`config.mk`:
```
export PLATFORM = sky130hd
export DESIGN_NAME = adiw_top
export DESIGN_NICKNAME = d
export VERILOG_FILES = /design/src/adiw_pkg.sv /design/src/adiw_sync.sv /design/src/adiw_top.sv
export SDC_FILE = /design/constraint.sdc
export NUM_CORES = 1
export LEC_CHECK = 0
export BUFFER_PORTS_ARGS = -buffer_cell sky130_fd_sc_hd__buf_2
export CAP_MARGIN = 40
export CORE_ASPECT_RATIO = 0.8
export CORE_MARGIN = 2
export CORE_UTILIZATION = 55
export CTS_CLUSTER_SIZE = 14
export DETAILED_ROUTE_END_ITERATION = 10
export PLACE_DENSITY_LB_ADDON = 0.05
export SKIP_LAST_GASP = 1
export SLEW_MARGIN = 20
export SYNTH_ARGS = -nofsm -noshare
export SYNTH_HDL_FRONTEND = slang
export SYNTH_SLANG_ARGS = --single-unit
export TNS_END_PERCENT = 1
```
`constraint.sdc`:
```
create_clock -name clk_sys -period 3.3 [get_ports clk_sys]
set_input_delay 0.33 -clock clk_sys [delete_from_list [all_inputs] [get_ports clk_sys]]
set_output_delay 0.33 -clock clk_sys [all_outputs]
set_load 0.02 [all_outputs]
```
`src/adiw_pkg.sv`:
```
// Package for the analog-die interrupt and wake-up block.
// Assumes one 50 MHz system clock and an SPI master on the other die.
package adiw_pkg;
  // ----------------------------------------------------------------
  // Register addresses (5-bit SPI address field)
  // ----------------------------------------------------------------
  localparam logic [4:0] ADIW_ADDR_MASK = 5'h04;
  localparam logic [4:0] ADIW_ADDR_FLAG = 5'h05;
  localparam logic [4:0] ADIW_ADDR_STAT = 5'h0c;
  // ----------------------------------------------------------------
  // Bit positions shared by mask and flag registers
  // ----------------------------------------------------------------
  localparam int ADIW_BIT_HALL = 6;
  localparam int ADIW_BIT_BUS = 5;
  localparam int ADIW_BIT_TEMP = 4;
  localparam int ADIW_BIT_LOWV = 3;
  localparam int ADIW_BIT_HIGHV = 2;
  localparam int ADIW_BIT_OC = 1;
  localparam int ADIW_BIT_WDOG = 0;
  localparam logic [7:0] ADIW_IRQ_BITS = 8'h7f;
  localparam logic [7:0] ADIW_RESET_VAL = 8'h00;
  // ----------------------------------------------------------------
  // SPI frame
  // ----------------------------------------------------------------
  localparam int ADIW_FRAME_BITS = 16;
  localparam logic [4:0] ADIW_CNT_DONE = 5'h10;
  localparam int ADIW_RW_POS = 15;
endpackage

```
`src/adiw_sync.sv`:
```
// Two-flop synchroniser, one per bit of a bus of asynchronous inputs.
// Assumes inputs change slower than the sampling clock.
`timescale 1ns/1ns
`default_nettype none
module adiw_sync
#(
  parameter int WIDTH = 1
)
(
  input wire logic clk_sys,
  input wire logic rst_b,
  input wire logic [WIDTH-1:0] async_in,
  output logic [WIDTH-1:0] sync_out
);
  logic [WIDTH-1:0] stage1;

  // Stage1 is read by sync_out only, to keep metastability contained
  always_ff @(posedge clk_sys or negedge rst_b)
  begin
    if (!rst_b)
    begin
      stage1 <= '0;
      sync_out <= '0;
    end
    else
    begin
      stage1 <= async_in;
      sync_out <= stage1;
    end
  end
endmodule
`default_nettype wire

```
`src/adiw_top.sv`:
```
// Interrupt and wake-up logic of the analog companion die, with its SPI
// slave. Assumes SCK, SS and all event inputs are asynchronous pins.
//
// What this block does
// Seven interrupt sources, each enabled separately through SPI writes
// Any reset clears every interrupt enable
// Supply below low threshold sets low-voltage flag, may interrupt
// Low-voltage event turns off bridge high sides and high-side driver
// Supply above high threshold sets high-voltage flag, may interrupt
// High-voltage event also turns off high sides and high-side driver
// In STOP the low, high voltage and temperature detectors are off
// Over-temperature sets high-temperature flag, may interrupt
// Bus falling edge interrupts when enabled and wakes from STOP
// Enabled Hall input high during cyclic check interrupts when Hall enable set; outside STOP any change of an enabled input interrupts instead
// In STOP the Hall check during watchdog cyclic wake may wake
// Over-current on bridge, high side or sensor supply may interrupt
// Four wake causes: bus edge, watchdog, Hall check, low-voltage reset
// Enabled wake cause in STOP wakes microcontroller and main regulator
// Errors and wakes other than low-voltage reset pull the open-drain interrupt line low
// Reset line is bidirectional open drain shared with the master
// Frames are two bytes: address and data in, status and data out
// Master drives slave select from a plain logic output
// MISO changes on rising SCK, MOSI sampled on falling SCK
// Only frames with exactly sixteen sample edges are accepted
// Write data is stored on the rising edge of slave select
// Writing one clears a flag, zero leaves it, reset clears it
// Interrupt line active while any flag meets its set enable
`timescale 1ns/1ns
`default_nettype none
module adiw_top
(
  input wire logic clk_sys,
  input wire logic rst_b,
  // SPI slave pins
  input wire logic spi_sck,
  input wire logic spi_ss_b,
  input wire logic spi_mosi,
  output logic spi_miso,
  output logic spi_miso_oe,
  // Event sources (raw pins)
  input wire logic stop_mode,
  input wire logic supply_low,
  input wire logic supply_high,
  input wire logic temp_high,
  input wire logic bus_rx,
  input wire logic [2:0] hall_in,
  input wire logic [2:0] hall_enable,
  input wire logic awd_cyclic_check,
  input wire logic autonomous_watchdog_wake,
  input wire logic oc_bridge,
  input wire logic oc_high_side,
  input wire logic oc_switched_sensor_supply,
  input wire logic low_voltage_reset,
  input wire logic reset_req,
  // Reset and interrupt pins, open drain
  input wire logic die_reset_io_in,
  output logic die_reset_io_out,
  output logic die_reset_io_oe,
  output logic die_irq_out,
  output logic die_irq_oe,
  // Protection, wake and reset-seen outputs
  output logic high_side_off,
  output logic wake_mcu,
  output logic wake_main_regulator,
  output logic reset_seen
);
  // ----------------------------------------------------------------
  // Input synchronisation
  // ----------------------------------------------------------------
  localparam int NSYNC = 19;
  logic [NSYNC-1:0] raw_in;
  logic [NSYNC-1:0] syn;
  // High-idle pins go in inverted, so a cleared synchroniser reads idle
  // and no false frame start, bus edge or reset follows reset release
  assign raw_in = {spi_sck, ~spi_ss_b, spi_mosi, stop_mode, supply_low,
                   supply_high, temp_high, ~bus_rx, hall_in, hall_enable,
                   awd_cyclic_check, autonomous_watchdog_wake,
                   oc_bridge | oc_high_side | oc_switched_sensor_supply,
                   low_voltage_reset, ~die_reset_io_in};

  adiw_sync #(.WIDTH(NSYNC)) u_sync
  (
    .clk_sys(clk_sys),
    .rst_b(rst_b),
    .async_in(raw_in),
    .sync_out(syn)
  );

  wire s_sck = syn[18];
  wire s_ss_b = ~syn[17];
  wire s_mosi = syn[16];
  wire s_stop = syn[15];
  wire s_low = syn[14];
  wire s_high = syn[13];
  wire s_temp = syn[12];
  wire s_bus = ~syn[11];
  wire [2:0] s_hall = syn[10:8];
  wire [2:0] s_hall_en = syn[7:5];
  wire s_cyc = syn[4];
  wire s_wdog = syn[3];
  wire s_oc = syn[2];
  wire s_lvr = syn[1];
  wire s_rst_pin = ~syn[0];

  // ----------------------------------------------------------------
  // Edge detection on synchronised signals
  // ----------------------------------------------------------------
  logic sck_d;
  logic ss_d;
  logic bus_d;
  logic [2:0] hall_d;
  logic wdog_d;
  logic lvr_d;

  always_ff @(posedge clk_sys or negedge rst_b)
  begin
    if (!rst_b)
    begin
      sck_d <= 1'b0;
      ss_d <= 1'b1;
      bus_d <= 1'b1;
      hall_d <= 3'h0;
      wdog_d <= 1'b0;
      lvr_d <= 1'b0;
    end
    else
    begin
      sck_d <= s_sck;
      ss_d <= s_ss_b;
      bus_d <= s_bus;
      hall_d <= s_hall;
      wdog_d <= s_wdog;
      lvr_d <= s_lvr;
    end
  end

  wire sck_rise = s_sck & ~sck_d;
  wire sck_fall = ~s_sck & sck_d;
  wire ss_start = ~s_ss_b & ss_d;
  wire ss_end = s_ss_b & ~ss_d;
  wire in_frame = ~s_ss_b;
  wire bus_fall = ~s_bus & bus_d;
  wire wdog_rise = s_wdog & ~wdog_d;
  wire lvr_rise = s_lvr & ~lvr_d;

  // ----------------------------------------------------------------
  // Event detection
  // ----------------------------------------------------------------
  // Voltage and temperature detectors are blanked in STOP
  wire det_on = ~s_stop;
  wire ev_low = s_low & det_on;
  wire ev_high = s_high & det_on;
  wire ev_temp = s_temp & det_on;
  // Run: any state change on an enabled input; Stop: high during check
  wire hall_run = |((s_hall ^ hall_d) & s_hall_en);
  wire hall_stop = s_cyc & (|(s_hall & s_hall_en));
  wire ev_hall = s_stop ? hall_stop : hall_run;
  wire [7:0] ev_vec;
  assign ev_vec = {1'b0, ev_hall, bus_fall, ev_temp, ev_low, ev_high,
                   s_oc, wdog_rise};

  // ----------------------------------------------------------------
  // SPI slave
  // ----------------------------------------------------------------
  logic [4:0] bit_cnt;
  logic [15:0] rx_shift;
  logic [15:0] tx_shift;
  logic [7:0] irq_mask;
  logic [7:0] irq_flag;

  function automatic logic [7:0] adiw_reg_read(input logic [4:0] addr,
                                               input logic [7:0] msk,
                                               input logic [7:0] flg,
                                               input logic [7:0] sts);
    begin
      case (addr)
        adiw_pkg::ADIW_ADDR_MASK: adiw_reg_read = msk;
        adiw_pkg::ADIW_ADDR_FLAG: adiw_reg_read = flg;
        adiw_pkg::ADIW_ADDR_STAT: adiw_reg_read = sts;
        default: adiw_reg_read = 8'h00;
      endcase
    end
  endfunction

  // Status byte: live condition levels
  wire [7:0] status_byte;
  assign status_byte = {1'b0, 1'b0, 1'b0, 1'b0, s_low, s_high, s_oc,
                        s_temp};
  // Address arrives in rx bits after eight samples
  wire [15:0] rx_next = {rx_shift[14:0], s_mosi};
  wire addr_done = sck_fall & (bit_cnt == 5'h07) & in_frame;
  wire [4:0] rx_addr = rx_next[6:2];
  wire [7:0] rd_byte = adiw_reg_read(rx_addr, irq_mask, irq_flag,
                                     status_byte);
  // Parity over R/W and address is only checked on writes
  wire parity_ok = ~^rx_shift[15:9];
  wire frame_ok = (bit_cnt == adiw_pkg::ADIW_CNT_DONE);
  wire do_write = ss_end & frame_ok & ~rx_shift[adiw_pkg::ADIW_RW_POS]
                  & parity_ok;
  wire [4:0] wr_addr = rx_shift[14:10];
  wire wr_mask = do_write & (wr_addr == adiw_pkg::ADIW_ADDR_MASK);
  wire wr_flag = do_write & (wr_addr == adiw_pkg::ADIW_ADDR_FLAG);
  wire [7:0] wr_data = rx_shift[7:0];

  always_ff @(posedge clk_sys or negedge rst_b)
  begin
    if (!rst_b)
    begin
      bit_cnt <= 5'h00;
      rx_shift <= 16'h0000;
    end
    else if (ss_start)
    begin
      bit_cnt <= 5'h00;
    end
    else if (in_frame && sck_fall)
    begin
      // Count saturates at 31 so a long frame never wraps back to sixteen
      if (bit_cnt != 5'h1f)
        bit_cnt <= bit_cnt + 5'h01;
      rx_shift <= rx_next;
    end
  end

  // MISO: first bit at the first rising SCK edge of the frame
  always_ff @(posedge clk_sys or negedge rst_b)
  begin
    if (!rst_b)
    begin
      tx_shift <= 16'h0000;
      spi_miso <= 1'b0;
      spi_miso_oe <= 1'b0;
    end
    else
    begin
      spi_miso_oe <= in_frame;
      if (ss_start)
        tx_shift <= {status_byte, 8'h00};
      else if (addr_done)
        tx_shift <= {rd_byte, 8'h00};
      else if (in_frame && sck_rise)
      begin
        spi_miso <= tx_shift[15];
        tx_shift <= {tx_shift[14:0], 1'b0};
      end
    end
  end

  // ----------------------------------------------------------------
  // Mask and flag registers
  // ----------------------------------------------------------------
  wire reset_in = ~s_rst_pin;
  wire [7:0] next_mask = wr_mask ? (wr_data & adiw_pkg::ADIW_IRQ_BITS)
                                 : irq_mask;
  wire [7:0] flag_clear = wr_flag ? wr_data : 8'h00;
  // Set wins over clear; a condition still present keeps its flag
  wire [7:0] next_flag = ((irq_flag & ~flag_clear) | ev_vec)
                         & adiw_pkg::ADIW_IRQ_BITS;

  always_ff @(posedge clk_sys or negedge rst_b)
  begin
    if (!rst_b)
    begin
      irq_mask <= adiw_pkg::ADIW_RESET_VAL;
      irq_flag <= adiw_pkg::ADIW_RESET_VAL;
    end
    else if (reset_in)
    begin
      irq_mask <= adiw_pkg::ADIW_RESET_VAL;
      irq_flag <= adiw_pkg::ADIW_RESET_VAL;
    end
    else
    begin
      irq_mask <= next_mask;
      irq_flag <= next_flag;
    end
  end

  // ----------------------------------------------------------------
  // Outputs
  // ----------------------------------------------------------------
  wire irq_any = |(irq_flag & irq_mask);
  wire wake_bus = bus_fall & irq_mask[adiw_pkg::ADIW_BIT_BUS];
  wire wake_wdog = wdog_rise & irq_mask[adiw_pkg::ADIW_BIT_WDOG];
  // Wake on the start of a Hall hit only, so one hit gives one pulse
  logic hall_stop_d;
  always_ff @(posedge clk_sys or negedge rst_b)
  begin
    if (!rst_b)
      hall_stop_d <= 1'b0;
    else
      hall_stop_d <= hall_stop;
  end
  wire wake_hall = hall_stop & ~hall_stop_d
                   & irq_mask[adiw_pkg::ADIW_BIT_HALL];
  wire wake_lvr = lvr_rise & irq_mask[adiw_pkg::ADIW_BIT_LOWV];
  wire wake_any = s_stop & (wake_bus | wake_wdog | wake_hall | wake_lvr);

  always_ff @(posedge clk_sys or negedge rst_b)
  begin
    if (!rst_b)
    begin
      die_irq_out <= 1'b0;
      die_irq_oe <= 1'b0;
      die_reset_io_out <= 1'b0;
      die_reset_io_oe <= 1'b0;
      high_side_off <= 1'b0;
      wake_mcu <= 1'b0;
      wake_main_regulator <= 1'b0;
      reset_seen <= 1'b0;
    end
    else
    begin
      die_irq_out <= 1'b0;
      die_irq_oe <= irq_any;
      die_reset_io_out <= 1'b0;
      die_reset_io_oe <= reset_req;
      reset_seen <= reset_in;
      high_side_off <= ev_low | ev_high;
      wake_mcu <= wake_any;
      wake_main_regulator <= wake_any;
    end
  end
endmodule
`default_nettype wire

```
==> results.cfg <==
[cells_and_area]
antenna_cells = 0
nFillCells = 523
nets = 344
area_growth_pct = 13.1
layout_common_cells = dfrtp_1 (95), buf_2 (30), o21ai_0 (20), nand2_1 (18), mux2i_1 (18)
drive_above_1_share_pct = 22.1
mostFrequentLayoutCell = dfrtp_1
fin_area_sq_um = 4110

[timing]
hold_violations = 0
finalSetupViolCount = 0
fin_skew_ns = 0.00903
layout_min_cycle_time_ns = 2.00
finalSetupTns_ns = 0
post-route-period-util_pct = 60.5
final-max-slew-violation-count = 0
timing.fmax_ghz = 0.501
rsz0062_at_grt = false
relSlewSlack_pct = 48.6
tightest_slew_ns = 0.768

[synth]
yosysWarnings = 0
synthFlopType = dfrtp_1
synthArstFlopShare_pct = 100
ys_types = 43
seq_area_frac_synth_pct = 66.9
syn_inst = 280
synth_area_sq_um = 3630
postSynthAreaPerCell_sq_um = 13.0
synth.ff_latch_count = 97
synth_edf_count = 0

[setup_path]
worstPathCellList = ha_1 > and3_1 > ha_1 > nor4bb_1 > clkbuf_2 > nand4_1 > xor2_1 > nor2_1
crit_family = simple AND/OR/NAND/NOR gates
path_class = flip-flop to flip-flop
critPathMaxFanout = 5
rrSetupSlack_ns = 1.30
cp_num_buf_inv = 1
critPathSlowestCell = dfrtp_1
critical-path-max-stage-delay_ns = 0.43
crit_required_ns = 3.51
crit_arrival_ns = 2.21
startpoint_type = flip-flop
worstSetupEndpointType = flip-flop
path_common_cell = ha_1

[grt]
grtUsageTotal_pct = 18.8
antenna_found_initial = 0
grt_pass1_vias = 2054
grt_max_degree = 41
grt_overflow_total = 0
grt_pass1_wl_mm = 10.3

[clock_tree]
insertion_delay_ns = 0.35
postCtsResizedCells = 0
cts_max_path_buffers = 2
cts_hold_buf = 1
cts_sinks = 97
cts_root_buf = clkbuf_8
numCtsBuffers = 9
path_clk_slew_ns = 0.09
post_cts_buffers = 0
tritoncts = yes
cts-htree-levels = 3

[die]
rows = 26
dieArea_sq_um = 7280
ios = 34
start_util_pct = 57.0
core-area_sq_um = 6380
die_w_um = 94.9
die_y_um = 76.7

[hold_path]
hold_class = input port to flip-flop

[power]
power.total_mw = 2.31
max-vdd-ir-drop_mv = 0.324
p_leak_nw = 2.01
power_density_nw_per_um2 = 562

[detailed_routing]
num_vias = 2100
wl_mm = 5.95
drc = 0
routedWlPerCell_um = 14.7
final_antenna_net_count = 0
drt_iter0_drc = 134
viasPerCell = 5.19
firstDrtPassIters = 4

[place]
hpwl_mm = 4.13
gp_congestion = 0.774
io_buffers = 31
placed_area_sq_um = 3860

[outcome]
run_status = complete, no violations

[flow_run]
maxCapViolCount = 0
routing by layer:
metal	up-vias	routed length [um]	share of wire [%]	GRT usage [%]
met1	997	3100	52	30.2
li1	1038	-	-	-
met3	9	306	5.1	5.89
met5	-	0	0	0
met2	56	2470	42	24.5
met4	0	62	1.0	5.65
layout make-up:
class                           count  area [sq um]  area share, %
Tap cell                           84           105           2.56
Clock buffer                       10           138           3.35
Inverter                           17          63.8           1.55
Timing Repair Buffer               37           200           4.87
Multi-Input combinational cell    155          1080           26.4
Sequential cell                    97          2430           59.1
Clock inverter                      5          88.8           2.16
metrics by stage:
step,cells,worst slack (ns),utilization (%),hold WS (ns)
floorplan,281,1.24,-,0.0344
global placement,387,1.11,60.6,0.318
detailed placement,387,0.960,60.6,0.328
CTS,403,0.959,64.3,0.0496
global route,405,1.14,64.5,0.0448
finish,405,1.30,64.5,0.0728
synthesized netlist by cell type, types with 5 or more instances:
| master | instances | area share (%) |
|---|---|---|
| xor2_1 | 5 | 1.2 |
| mux2_2 | 14 | 4.3 |
| mux2i_1 | 18 | 5.0 |
| a21oi_1 | 12 | 1.7 |
| nor3_1 | 5 | 0.69 |
| inv_1 | 17 | 1.8 |
| nand2b_1 | 5 | 0.86 |
| clkbuf_1 | 5 | 0.52 |
| o21ai_0 | 20 | 2.8 |
| nor2_1 | 15 | 1.5 |
| nand2_1 | 18 | 1.9 |
| dfrtp_1 | 95 | 65 |
path summary, 6_finish.rpt:
check | startpoint | endpoint | cells after the start
max in group asynchronous | rst_b | ss_d$_DFF_PN1_ | 3
min reg2reg | u_sync.stage1[14]$_DFF_PN0_ | u_sync.sync_out[14]$_DFF_PN0_ | 0
min in group asynchronous | rst_b | u_sync.stage1[11]$_DFF_PN0_ | 2
max | bit_cnt[0]$_DFFE_PN0P_ | bit_cnt[3]$_DFFE_PN0P_ | 8
max reg2reg | bit_cnt[0]$_DFFE_PN0P_ | bit_cnt[3]$_DFFE_PN0P_ | 8
min | low_voltage_reset | u_sync.stage1[1]$_DFF_PN0_ | 1
kinds of logic (layout without fill, tap and decap cells):
family                   after synthesis  after routing  share of synthesized area (%)
AO/OA/AOI/OAI                         48             48                           8.68
multiplexers                          32             32                           9.29
other                                  1              2                          0.103
AND/OR/NAND/NOR                       64             64                           9.19
adder cells (fa/ha/maj)                3              3                           1.03
flip-flops                            97             97                           66.9
XOR/XNOR                               6              6                           1.45
buffers and inverters                 29             69                           3.41
state kept, by name, summed over array words and instances (netlist names), 3 cells and up:
register	flops
u_sync.sync_out	19
irq_mask	7
tx_shift	8
bit_cnt	5
hall_d	3
rx_shift	16
irq_flag	7
u_sync.stage1	19
power breakdown:
| part | internal, mW | total (mW) | switching (mW) |
|---|---|---|---|
| logic | 0.0669 | 0.148 | 0.0814 |
| registers | 1.25 | 1.31 | 0.0602 |
| clock network | 0.451 | 0.850 | 0.399 |
No activity file was read; power rests on OpenSTA's default activity.
